`src/tx_sched_map.vh`:
```
`ifndef TX_SCHED_MAP_VH
`define TX_SCHED_MAP_VH

// Source codes carried in each queued transmit word
`define SRC_L2 3'h0
`define SRC_GXU 3'h1
`define SRC_USER_BASE 3'h2

// Round robin positions: 0..3 information queues, 4..5 unnumbered queues
`define RR_FIRST 3'h0
`define RR_LAST_IQ 3'h3
`define RR_LAST 3'h5
`define USER_QUEUES 6
`define INFO_QUEUES 4

// Link context store
`define LINKS 16
`define LINK_W 4
`define DESC_W 8
`define SEQ_W 3
`define QUOTA_W 8
`define QUOTA_RESET 8'h00

// Transmit word FIFO
`define WORD_W 15
`define FIFO_DEPTH 32
`define FIFO_AW 5

`endif

```
`src/tx_queue_scheduler.v`:
```
`timescale 1ns/1ps
`include "tx_sched_map.vh"

module tx_word_fifo #(
    parameter W = 15,
    parameter D = 32,
    parameter AW = 5
) (
    input wire clk,
    input wire reset,
    input wire in_valid,
    output wire in_ready,
    input wire [W-1:0] in_data,
    output wire out_valid,
    input wire out_ready,
    output wire [W-1:0] out_data
);
    reg [W-1:0] mem [0:D-1];
    reg [AW-1:0] wr_q;
    reg [AW-1:0] rd_q;
    reg [AW:0] count_q;
    wire push;
    wire pop;

    // Depth must be a power of two so the top count bit means full
    assign in_ready = ~count_q[AW];
    assign out_valid = (count_q != {(AW+1){1'b0}});
    assign push = in_valid & in_ready;
    assign pop = out_valid & out_ready;
    assign out_data = mem[rd_q];

    // Pointers and occupancy
    always @(posedge clk or posedge reset) begin
        if (reset) begin
            wr_q <= {AW{1'b0}};
            rd_q <= {AW{1'b0}};
            count_q <= {(AW+1){1'b0}};
        end else begin
            if (push) begin
                wr_q <= wr_q + 1'b1;
            end
            if (pop) begin
                rd_q <= rd_q + 1'b1;
            end
            if (push & ~pop) begin
                count_q <= count_q + 1'b1;
            end else if (pop & ~push) begin
                count_q <= count_q - 1'b1;
            end
        end
    end

    // Storage needs no reset; only counted words are ever read
    always @(posedge clk) begin
        if (push) begin
            mem[wr_q] <= in_data;
        end
    end
endmodule // tx_word_fifo

module tx_queue_scheduler (
    input wire clk,
    input wire reset,
    input wire l2_avail,
    output reg l2_take,
    input wire gxu_avail,
    output reg gxu_take,
    input wire [1:0] xu_avail,
    output reg [1:0] xu_take,
    input wire [`QUOTA_W-1:0] quota_iq0,
    input wire [`QUOTA_W-1:0] quota_iq1,
    input wire [`QUOTA_W-1:0] quota_iq2,
    input wire [`QUOTA_W-1:0] quota_iq3,
    input wire [`QUOTA_W-1:0] quota_xu0,
    input wire [`QUOTA_W-1:0] quota_xu1,
    input wire reload_cmd,
    input wire queue_data_request_cmd,
    input wire [`LINK_W-1:0] link_identifier,
    input wire [1:0] req_queue,
    input wire [`DESC_W-1:0] req_first_desc,
    input wire [`DESC_W-1:0] req_frame_count,
    input wire [`SEQ_W-1:0] req_window,
    input wire ack_valid,
    input wire [`LINK_W-1:0] ack_link,
    input wire [`LINKS-1:0] link_inhibit,
    output wire tx_valid,
    input wire tx_ready,
    output wire [`WORD_W-1:0] tx_word,
    output wire [2:0] rr_index,
    output wire [`INFO_QUEUES-1:0] iq_nonempty
);
    // Per-link context entries
    reg [`DESC_W-1:0] send_ptr_q [0:`LINKS-1];
    reg [`DESC_W-1:0] ack_ptr_q [0:`LINKS-1];
    reg [`LINK_W-1:0] next_link_ptr [0:`LINKS-1];
    reg [`DESC_W-1:0] remain_q [0:`LINKS-1];
    reg [`SEQ_W-1:0] vs_q [0:`LINKS-1];
    reg [`SEQ_W-1:0] va_q [0:`LINKS-1];
    reg [`SEQ_W-1:0] window_q [0:`LINKS-1];
    reg [1:0] assign_q [0:`LINKS-1];
    reg [`LINKS-1:0] queue_tail_marker;
    reg [`LINKS-1:0] linked_q;
    // Queue pointers and round robin state
    reg [`LINK_W-1:0] head_q [0:`INFO_QUEUES-1];
    reg [`LINK_W-1:0] tail_q [0:`INFO_QUEUES-1];
    reg [`INFO_QUEUES-1:0] qvalid_q;
    reg [`QUOTA_W-1:0] quota_q [0:`USER_QUEUES-1];
    reg [`QUOTA_W-1:0] used_q;
    reg [2:0] rr_q;
    reg [`LINK_W-1:0] scan_q;
    // Decisions of the current cycle
    reg push;
    reg [`WORD_W-1:0] word;
    reg pop;
    reg send;
    reg rr_adv;
    reg credit_dec;
    wire fifo_ready;
    wire [1:0] iq;
    wire [`LINK_W-1:0] h;
    wire [`QUOTA_W-1:0] cur_quota;
    wire cmd_ok;
    wire reloc_ok;
    wire app;
    wire [`LINK_W-1:0] a;
    wire [1:0] qa;
    integer i, j, k;

    // Link may not send: inhibited, window full or list empty
    function blocked;
        input [`LINK_W-1:0] l;
        reg [`SEQ_W-1:0] d;
        begin
            d = vs_q[l] - va_q[l];
            blocked = link_inhibit[l] | (d >= window_q[l]) | (remain_q[l] == {`DESC_W{1'b0}});
        end
    endfunction
    assign iq = rr_q[1:0];
    assign h = head_q[iq];
    assign cur_quota = quota_q[rr_q];
    assign rr_index = rr_q;
    assign iq_nonempty = qvalid_q;
    // A new request beats the background relink scan, which simply retries next lap
    assign cmd_ok = queue_data_request_cmd & ~linked_q[link_identifier];
    assign reloc_ok = ~cmd_ok & ~linked_q[scan_q] & ~blocked(scan_q);
    assign app = cmd_ok | reloc_ok;
    assign a = cmd_ok ? link_identifier : scan_q;
    assign qa = cmd_ok ? req_queue : assign_q[scan_q];
    // One frame decision per cycle; each push is a frame boundary
    always @* begin
        push = 1'b0;
        word = {`WORD_W{1'b0}};
        pop = 1'b0;
        send = 1'b0;
        rr_adv = 1'b0;
        credit_dec = 1'b0;
        l2_take = 1'b0;
        gxu_take = 1'b0;
        xu_take = 2'b00;
        if (fifo_ready) begin
            if (l2_avail) begin
                push = 1'b1;
                l2_take = 1'b1;
                word = {`SRC_L2, {(`WORD_W-3){1'b0}}};
            end else if (gxu_avail) begin
                push = 1'b1;
                gxu_take = 1'b1;
                word = {`SRC_GXU, {(`WORD_W-3){1'b0}}};
            end else if (cur_quota == `QUOTA_RESET || used_q >= cur_quota) begin
                rr_adv = 1'b1;
            end else if (rr_q <= `RR_LAST_IQ) begin
                if (!qvalid_q[iq]) begin
                    rr_adv = 1'b1;
                end else if (blocked(h)) begin
                    pop = 1'b1;
                end else begin
                    push = 1'b1;
                    send = 1'b1;
                    credit_dec = 1'b1;
                    word = {`SRC_USER_BASE + rr_q, h, send_ptr_q[h]};
                    // Last frame of the list: unlink and go on to the next entry
                    if (remain_q[h] == {{(`DESC_W-1){1'b0}}, 1'b1}) begin
                        pop = 1'b1;
                    end
                end
            end else if (xu_avail[rr_q[0]]) begin
                push = 1'b1;
                credit_dec = 1'b1;
                xu_take[rr_q[0]] = 1'b1;
                word = {`SRC_USER_BASE + rr_q, {(`WORD_W-3){1'b0}}};
            end else begin
                rr_adv = 1'b1;
            end
        end
    end

    // Round robin position and frame count; untouched while preempted
    always @(posedge clk or posedge reset) begin
        if (reset) begin
            rr_q <= `RR_FIRST;
            used_q <= {`QUOTA_W{1'b0}};
            scan_q <= {`LINK_W{1'b0}};
            for (i = 0; i < `USER_QUEUES; i = i + 1) begin
                quota_q[i] <= `QUOTA_RESET;
            end
        end else begin
            scan_q <= scan_q + 1'b1;
            if (reload_cmd) begin
                quota_q[0] <= quota_iq0;
                quota_q[1] <= quota_iq1;
                quota_q[2] <= quota_iq2;
                quota_q[3] <= quota_iq3;
                quota_q[4] <= quota_xu0;
                quota_q[5] <= quota_xu1;
            end
            if (rr_adv || (credit_dec && used_q + 1'b1 >= cur_quota)) begin
                used_q <= {`QUOTA_W{1'b0}};
                rr_q <= (rr_q == `RR_LAST) ? `RR_FIRST : rr_q + 1'b1;
            end else if (credit_dec) begin
                used_q <= used_q + 1'b1;
            end
        end
    end

    // Queue head, tail and valid per information queue
    always @(posedge clk or posedge reset) begin
        if (reset) begin
            qvalid_q <= {`INFO_QUEUES{1'b0}};
            for (j = 0; j < `INFO_QUEUES; j = j + 1) begin
                head_q[j] <= {`LINK_W{1'b0}};
                tail_q[j] <= {`LINK_W{1'b0}};
            end
        end else begin
            for (j = 0; j < `INFO_QUEUES; j = j + 1) begin
                if (pop && iq == j) begin
                    if (!queue_tail_marker[h]) begin
                        head_q[j] <= next_link_ptr[h];
                    end else if (app && qa == j) begin
                        head_q[j] <= a;
                    end else begin
                        qvalid_q[j] <= 1'b0;
                    end
                end else if (app && qa == j && !qvalid_q[j]) begin
                    head_q[j] <= a;
                    qvalid_q[j] <= 1'b1;
                end
                if (app && qa == j) begin
                    tail_q[j] <= a;
                end
            end
        end
    end

    // Link context entries; only this logic rewrites the links
    always @(posedge clk or posedge reset) begin
        if (reset) begin
            queue_tail_marker <= {`LINKS{1'b0}};
            linked_q <= {`LINKS{1'b0}};
            for (k = 0; k < `LINKS; k = k + 1) begin
                send_ptr_q[k] <= {`DESC_W{1'b0}};
                ack_ptr_q[k] <= {`DESC_W{1'b0}};
                next_link_ptr[k] <= {`LINK_W{1'b0}};
                remain_q[k] <= {`DESC_W{1'b0}};
                vs_q[k] <= {`SEQ_W{1'b0}};
                va_q[k] <= {`SEQ_W{1'b0}};
                window_q[k] <= {`SEQ_W{1'b0}};
                assign_q[k] <= 2'b00;
            end
        end else begin
            if (pop) begin
                linked_q[h] <= 1'b0;
            end
            if (app) begin
                linked_q[a] <= 1'b1;
                queue_tail_marker[a] <= 1'b1;
                // Old tail may be the entry popped now; rewriting it is harmless
                if (qvalid_q[qa]) begin
                    next_link_ptr[tail_q[qa]] <= a;
                    queue_tail_marker[tail_q[qa]] <= 1'b0;
                end
            end
            if (send) begin
                send_ptr_q[h] <= send_ptr_q[h] + 1'b1;
                vs_q[h] <= vs_q[h] + 1'b1;
                remain_q[h] <= remain_q[h] - 1'b1;
            end
            if (ack_valid) begin
                ack_ptr_q[ack_link] <= ack_ptr_q[ack_link] + 1'b1;
                va_q[ack_link] <= va_q[ack_link] + 1'b1;
            end
            // A fresh request overrides the ack pointer of a same-cycle acknowledge on that link; the va_q step still lands
            if (cmd_ok) begin
                send_ptr_q[a] <= req_first_desc;
                ack_ptr_q[a] <= req_first_desc;
                remain_q[a] <= req_frame_count;
                window_q[a] <= req_window;
                assign_q[a] <= req_queue;
            end
        end
    end

    // Words wait here so a slow line stalls the scheduler, not the queues
    tx_word_fifo #(
        .W(`WORD_W),
        .D(`FIFO_DEPTH),
        .AW(`FIFO_AW)
    ) u_fifo (
        .clk(clk),
        .reset(reset),
        .in_valid(push),
        .in_ready(fifo_ready),
        .in_data(word),
        .out_valid(tx_valid),
        .out_ready(tx_ready),
        .out_data(tx_word)
    );
endmodule // tx_queue_scheduler

```
`config.mk`:
```
export PLATFORM = sky130hd
export DESIGN_NAME = tx_queue_scheduler
export DESIGN_NICKNAME = d
export VERILOG_FILES = /design/src/tx_queue_scheduler.v
export VERILOG_INCLUDE_DIRS = /design/src
export SDC_FILE = /design/constraint.sdc
export NUM_CORES = 2
export LEC_CHECK = 0
export BUFFER_PORTS_ARGS = -buffer_cell sky130_fd_sc_hd__clkbuf_2
export CAP_MARGIN = 20
export CORE_UTILIZATION = 68
export CTS_CLUSTER_SIZE = 30
export DETAILED_ROUTE_END_ITERATION = 7
export PLACE_DENSITY = 0.86
export SYNTH_ARGS = -nofsm -noshare
export SYNTH_HDL_FRONTEND = slang
export SYNTH_SLANG_ARGS = --single-unit
```
`constraint.sdc`:
```
create_clock -name clk -period 53.5 [get_ports clk]
set_input_delay 0 -clock clk [delete_from_list [all_inputs] [get_ports clk]]
set_output_delay 0 -clock clk [all_outputs]
set_load 0.02 [all_outputs]
```
* After elaboration in Yosys (flattened, before gate mapping) *
Memories as Yosys holds them, arrays and structs flattened.
Cells that the tools add are included.

operators by class
  multiplexer cells = 190
  add/subtract/negate cells = 14
  reductions and logical operators = 48
  equality and inequality tests = 20
  bitwise logic cells = 33
  magnitude comparators = 29

operators by type and width
  kind                                                        count
  bitwise mux 128 bit                                         4
  two-way mux 128 bit                                         4
  bitwise mux 48 bit                                          3
  two-way mux 15 bit                                          8
  binary-select mux 8 bit (select 4 bit)                      3
  two-way mux 4 bit                                           24
  two-way mux 8 bit                                           12
  binary-select mux 3 bit (select 4 bit)                      7
  two-way mux 1 bit                                           67
  bitwise mux 64 bit                                          1
  demux 8 bit (select 4 bit)                                  2
  two-way mux 3 bit                                           18
  two-way mux 16 bit                                          3
  demux 3 bit (select 4 bit)                                  3
  AND 16 bit                                                  2
  bitwise mux 32 bit                                          1
  NOT 16 bit                                                  2
  bitwise OR 16 bit                                           2
  greater-or-equal comparator 5 bit, second input constant    5
  less-than comparator 4 x 5 -> 1 bit, second input constant  5
  NOT 4 -> 5 bit                                              5
  binary-select mux 8 bit (select 3 bit)                      1
  logical NOT 8 bit                                           3
  logical AND 1 bit                                           21
  other kinds (49)                                            128

word-level totals
  word-level logic and storage cells = 473
  memories = 1
  RAM bits = 480
  flip-flop bits (word level) = 643
  input port bits = 103
  output and inout bits = 27

memories
  memory      words  bits a word  read ports  clocked after Yosys merged registers in  wr ports  line                     source
  u_fifo.mem  32     15           1           0                                        1         tx_queue_scheduler.v:18  reg [W-1:0] mem [0:D-1];

* Logic depth before layout (Yosys ltp) *
  depth after elaboration = 24
  gate-level depth with buffers = 31
  depth with buffers taken out = 24

* Modules after synthesis *
Synthesis repeated with hierarchy kept, for this count alone.

unflattened totals
  cells, all modules = 4,227
  area total of the unflattened synthesis = 54,830.1 um^2

modules (own cells, without submodules)
  module              times used  seq. area each (um^2)  area each (um^2)  cells an instance
  tx_queue_scheduler  1           15,690.0               35,495.3          3,299
  tx_word_fifo        1           14,814.2               19,334.8          928

* Least setup slack after synthesis *
Ideal clock, no wire load.

  path kind = reg2reg
  start = reg rr_q[0], in the netlist rr_index[0]
  end = mem u_fifo.mem[12][0], enable pin
  required time = 53.094 ns
  buffers on the path = 9
  library setup time = 0.406 ns
  setup slack = 45.965 ns
  arrival = 7.129 ns
  stages on the path, launching flop included = 24
  clock period less this slack = 7.535 ns
  path through = dfrtp_1 -> buf_6 -> mux4_2 -> buf_6 -> buf_6 -> buf_4 -> buf_4 -> buf_4 -> buf_4 -> buf_2 -> buf_2 -> mux4_2 -> a211oi_1 -> a21oi_1 -> ha_1 -> fa_1 -> inv_1 -> ha_1 -> a21o_1 -> a221o_2 -> a211o_1 -> a21oi_2 -> nand2_1 -> nor3_1

on the way
  cells in the longest elaborated chain, start to end = 22
  elaborated cells on any way between the ends = 47
  those cells by class = 1 x add/sub; 3 x order compare; 34 x mux; 6 x bitwise; 3 x reduce/logical

RTL lines
  item                                                  line                                                source
  from (decl)                                           tx_queue_scheduler.v:109                            reg [2:0] rr_q;
  from (signal assigned)                                tx_queue_scheduler.v:200                            rr_q <= `RR_FIRST;
  from (signal assigned)                                tx_queue_scheduler.v:218                            rr_q <= (rr_q == `RR_LAST) ? `RR_FIRST : rr_q + 1'b1;
  NOT 2 -> 3 bit (not written as such)                  tx_queue_scheduler.v:139                            assign h = head_q[iq];
  binary-select mux 4 bit (select 2 bit)                tx_queue_scheduler.v:139
  two-way mux 4 bit (not written as such) (2 in a row)  tx_queue_scheduler.v:139
  NOT 4 -> 5 bit (not written as such)                  tx_queue_scheduler.v:134, tx_queue_scheduler.v:135
  binary-select mux 3 bit (select 4 bit)                tx_queue_scheduler.v:134                            d = vs_q[l] - va_q[l];
  two-way mux 3 bit (not written as such) (2 in a row)  tx_queue_scheduler.v:134
  subtractor 3 bit                                      tx_queue_scheduler.v:134
  greater-or-equal comparator 3 bit                     tx_queue_scheduler.v:135                            blocked = link_inhibit[l] | (d >= window_q[l]) | (remain_q[l] == {`DESC_W{1'b0}});
  [5 not listed]                                        n/a
  two-way mux 1 bit (*)                                 tx_queue_scheduler.v:169                            end else if (cur_quota == `QUOTA_RESET || used_q >= cur_quota) begin
  two-way mux 1 bit (*)                                 tx_queue_scheduler.v:165                            end else if (gxu_avail) begin
  two-way mux 1 bit (*)                                 tx_queue_scheduler.v:161                            if (l2_avail) begin
  two-way mux 1 bit (*)                                 tx_queue_scheduler.v:160                            if (fifo_ready) begin
  AND 1 bit (*)                                         tx_queue_scheduler.v:28                             assign push = in_valid & in_ready;
  net u_fifo.push                                       tx_queue_scheduler.v:22                             wire push;
  two-way mux 1 bit (*)                                 tx_queue_scheduler.v:55                             if (push) begin
  two-way mux 1 bit (not written as such) (*)           tx_queue_scheduler.v:56                             mem[wr_q] <= in_data;
  to (decl)                                             tx_queue_scheduler.v:18

The timed path passes the listed nets; every way through them passes the cells marked *. The select of a mux whose other input is x is not followed.

* Worst setup path in the final report *
  start = reg rr_q[1], in the netlist rr_index[1]
  end = reg u_fifo.count_q[5]

on the way
  cells in the longest elaborated chain, start to end = 23
  elaborated cells on any way between the ends = 47
  those cells by class = 1 x add/sub; 3 x order compare; 30 x mux; 9 x bitwise; 4 x reduce/logical

RTL lines
  item                                                  line                                                source
  NOT 2 -> 3 bit (not written as such)                  tx_queue_scheduler.v:139
  binary-select mux 4 bit (select 2 bit)                tx_queue_scheduler.v:139
  two-way mux 4 bit (not written as such) (2 in a row)  tx_queue_scheduler.v:139
  NOT 4 -> 5 bit (not written as such)                  tx_queue_scheduler.v:134, tx_queue_scheduler.v:135
  binary-select mux 3 bit (select 4 bit)                tx_queue_scheduler.v:134
  two-way mux 3 bit (not written as such) (2 in a row)  tx_queue_scheduler.v:134
  subtractor 3 bit                                      tx_queue_scheduler.v:134
  greater-or-equal comparator 3 bit                     tx_queue_scheduler.v:135
  [6 not listed]                                        n/a
  two-way mux 1 bit (*)                                 tx_queue_scheduler.v:165
  two-way mux 1 bit (*)                                 tx_queue_scheduler.v:161
  two-way mux 1 bit (*)                                 tx_queue_scheduler.v:160
  AND 1 bit (*)                                         tx_queue_scheduler.v:28
  net u_fifo.push                                       tx_queue_scheduler.v:22
  NOT 1 bit                                             tx_queue_scheduler.v:47                             end else if (pop & ~push) begin
  AND 1 bit                                             tx_queue_scheduler.v:47
  nonzero test 2 bit (no source line)                   n/a
  to (signal assigned)                                  tx_queue_scheduler.v:37                             count_q <= {(AW+1){1'b0}};
  to (signal assigned)                                  tx_queue_scheduler.v:46                             count_q <= count_q + 1'b1;
  to (signal assigned)                                  tx_queue_scheduler.v:48                             count_q <= count_q - 1'b1;
  to (decl)                                             tx_queue_scheduler.v:21                             reg [AW:0] count_q;

Marks and branches as above.
A chain may end at the register's enable or synchronous reset.

==> flow_summary.yaml <==
outcome:
  status: "finished, violations left"
  violations: "DRC, hold timing"
global_route:
  grt_max_degree: 143
  grt_pass1_wl_um: 240000
  overflow: 0
  grt_pass1_vias: 38100
  antenna_found_initial: 12
  grt_use_total_pct: 39.9
timing:
  tightest_slew_ps: 1200
  timing.final.crit_share_pct: 15.9
  hold_viol: 6
  relSlewSlack_pct: 19.2
  finalCriticalPeriod_ps: 8530
  rsz0062_at_grt: "no"
  fmax_mhz: 117
  whs_ps: -23.0
  slew_viol_final: 0
  clock_skew_ps: 45.0
  setup_viol: 0
  finalSetupTns_ps: 0
setup_path:
  cp.required_ps: 54090
  reg2reg_depth: 25
  max_stage_delay_ps: 1020
  reg2reg_to: "u_fifo.count_q[5]$_DFFE_PP0P_"
  slowest_stage: "mux4_4"
  path_max_fanout: 45
  reg2reg_slack_ps: 44970
  crit_path_end_kind: "register"
  cp_common_cell: "ha_1"
  startpoint_type: "register"
  crit_buf_inv: 4
  regToRegStartpoint: "rr_index[1]$_DFFE_PP0P_"
  critPathKind: "reg2reg"
  arrival_ps: 9120
  critical-path-top-delay-family: "compound AO/OA/AOI/OAI gates"
route:
  drtIter0Drc: 4935
  drc: 1
  route.vias.total: 37700
  drt_first_pass_iters: 8
  wl_per_cell_um: 30.3
  routed_via_density: 7.16
  ant_nets: 0
  drt_wl_total_um: 160000
die:
  chipWidth_um: 285
  dieHeight_um: 285
  die_area_mm2: 0.0810
  row_count: 103
  start_util_pct: 68.8
  coreArea_mm2: 0.0790
  ios: 130
clock_network:
  clk_latency_ps: 720
  ctsResizeCount: 0
  cts-root-buf: "clkbuf_16"
  clkTransAtPathRegs_ps: 70
  htree_levels: 3
  cts_buffers: 108
  cts_tree: "yes"
  cts.sinks: 1123
  clockBufferDepth: 3
synth:
  postSynthCellCount: 3986
  ys_seq_area_share_pct: 56.1
  ys_ff_latch: 1123
  yosys_most_used_dff: "dfrtp_1"
  async_flop_share_pct: 57.3
  yosysWarningCount: 0
  synth.avg_cell_area_um2: 13.6
  syn-num-nets: 4135
  synth_edf_count: 480
  yosysUniqueCellTypes: 87
  synth_area_mm2: 0.0543
hold_path:
  worst_hold_path_type: "in2async"
placement:
  placed_cell_area_mm2: 0.0560
  hpwl_um: 95400
  routabilityCongestion: 0.991
  io_buffers: 129
layout:
  nNetsFinal: 4270
  area_growth_pct: 11.2
  fin_util_pct: 76.5
  drive_above_1_share_pct: 25.4
  final_area_mm2: 0.0605
pwr:
  power.density_mw_per_mm2: 67.5
  ir_drop_uv: 76.5
  p_leak_nw: 23.5
job:
  maxCapViolCount: 0
-- registers in the layout (all words and copies together) (netlist names), 16 cells and up --
name,flops
u_fifo.mem,480
quota_q,48
remain_q,128
linked_q,16
queue_tail_marker,16
next_link_ptr,64
va_q,48
vs_q,48
assign_q,32
head_q,16
tail_q,16
send_ptr_q,128
window_q,48
-- how the worst max path moves through the flow --
stage                                 start                            end  slack, ps  depth (start not counted)
finish              rr_index[1]$_DFFE_PP0P_  u_fifo.count_q[5]$_DFFE_PP0P_      44970                         25
global placement    rr_index[1]$_DFFE_PP0P_  u_fifo.count_q[5]$_DFFE_PP0P_      45520                         25
CTS                 rr_index[1]$_DFFE_PP0P_  u_fifo.count_q[5]$_DFFE_PP0P_      45180                         25
detailed placement  rr_index[1]$_DFFE_PP0P_  u_fifo.count_q[5]$_DFFE_PP0P_      45270                         25
global route        rr_index[1]$_DFFE_PP0P_  u_fifo.count_q[5]$_DFFE_PP0P_      44600                         25
floorplan                             reset        assign_q[0]$_DFFE_PP0P_      35490                          1
-- cells in the mapped netlist, types with 5 or more instances --
master | instances | share of area, %
nand2_1 | 478 | 3.3
or2_2 | 7 | 0.081
buf_4 | 19 | 0.26
a2111oi_0 | 9 | 0.15
a31oi_1 | 11 | 0.13
ha_1 | 43 | 0.99
buf_1 | 49 | 0.34
o22ai_1 | 17 | 0.20
nand2b_1 | 22 | 0.25
buf_6 | 17 | 0.35
xor2_1 | 13 | 0.21
and3_1 | 5 | 0.058
a31o_2 | 5 | 0.081
a211oi_1 | 18 | 0.25
o21ai_0 | 273 | 2.5
nor4_1 | 35 | 0.40
nor2b_1 | 19 | 0.22
buf_2 | 44 | 0.41
mux2_2 | 243 | 5.0
edfxtp_1 | 480 | 27
nor2_1 | 161 | 1.1
inv_1 | 41 | 0.28
a22o_1 | 7 | 0.11
nand3_1 | 52 | 0.48
a22oi_1 | 13 | 0.18
nand3b_1 | 5 | 0.069
a21oi_1 | 88 | 0.81
nor3b_1 | 9 | 0.12
clkbuf_1 | 168 | 1.2
nand4_1 | 7 | 0.081
o21a_1 | 13 | 0.18
or3_1 | 12 | 0.14
xnor2_1 | 25 | 0.40
mux2i_1 | 335 | 6.2
dfrtp_1 | 643 | 30
o21ai_1 | 110 | 1.0
a221o_1 | 7 | 0.13
mux2_4 | 11 | 0.30
mux4_2 | 324 | 13
nor3_4 | 5 | 0.15
and2_1 | 21 | 0.24
o211ai_1 | 5 | 0.069
nor3_1 | 28 | 0.26
a21o_1 | 8 | 0.11
-- routing by layer --
layer	track usage, %	wire (um)	vias to the layer above
met2	63.7	76600	2880
li1	-	-	15200
met5	0	108	-
met1	52.0	55400	18900
met4	20.1	9680	14
met3	8.96	17900	661
-- repair_timing --
| item | in CTS | in global routing |
|---|---|---|
| setup buffers | 0 | 0 |
| hold buffers | 79 | 1 |
| hold endpoints to repair | 558 | 12 |
-- metrics by stage --
stage               total power [mW]  std cells  worst slack, ps
floorplan                       2.63       3986            35490
global placement                3.13       4965            45520
detailed placement              3.20       4971            45270
CTS                             4.00       5252            45180
global route                    4.23       5264            44600
finish                          4.08       5269            44970
-- final cells by class --
type                            instances  area [um2]
Antenna cell                            6        15.0
Clock buffer                          146        2990
Clock inverter                         56         566
Fill cell                            4364       18500
Inverter                               43         169
Multi-Input combinational cell       2519       22500
Sequential cell                      1123       30500
Tap cell                             1050        1310
Timing Repair Buffer                  326        2420
-- worst reg2reg max path, stage by stage, from the launching register on --
cell and delay (ps):
dfrtp_1 950, mux4_4 1020, buf_4 840, mux4_2 610, and2_1 160, a211oi_1 220
a21oi_1 90, inv_1 160, ha_1 190, fa_1 400, inv_1 90, ha_1 230
a21o_1 160, a221o_2 500, a211o_1 380, a21oi_2 460, ha_1 340, inv_1 170
ha_1 310, a21o_1 180, a21oi_1 250, o21bai_1 120, a21oi_1 210, xnor2_1 160
nor2_1 90, xor2_1 160
-- where the power goes --
group	internal, mW	switching [mW]
logic	0.767	1.20
clock network	0.433	0.348
registers	1.14	0.193
total	2.34	1.74
-- layout by cell type, fill, tap and decap left out, types with 13 or more instances in the layout --
cell type      synthesis  layout
a21oi_1               88      83
and2_1                21      21
clkinv_1               2      22
mux2i_1              335     335
mux4_2               324     322
o21ai_1              110     110
mux2_2               243     243
nor2b_1               19      19
dlygate4sd3_1          0      80
clkinv_2               0      15
buf_4                 19     102
a211oi_1              18      16
clkbuf_2               0     129
nand2_1              478     478
dfrtp_1              643     637
nor4_1                35      35
clkbuf_16              0     109
nor2_1               161     146
nand2b_1              22      22
o21a_1                13      13
a22oi_1               13      13
nor3_1                28      19
clkbuf_1             168      25
inv_1                 41      40
ha_1                  43      43
o22ai_1               17      17
o21ai_0              273     272
edfxtp_1             480     480
xnor2_1               25      25
nand3_1               52      52
-- kinds of logic (layout without fill, tap and decap cells) --
| kind of cell | count (synthesis) | after routing | share of synthesized area (%) |
|---|---|---|---|
| adders and majority gates | 46 | 46 | 1.10 |
| and+or+nand+nor | 887 | 887 | 7.37 |
| muxes | 918 | 918 | 25.1 |
| DFF | 1123 | 1123 | 56.1 |
| buffers and inverters | 344 | 571 | 2.96 |
| AOI/OAI and AO/OA | 629 | 629 | 6.72 |
| xor gates and xnor gates | 39 | 39 | 0.642 |
| other | 0 | 6 | 0 |
Note: power is estimated with default switching activity, not from simulation.
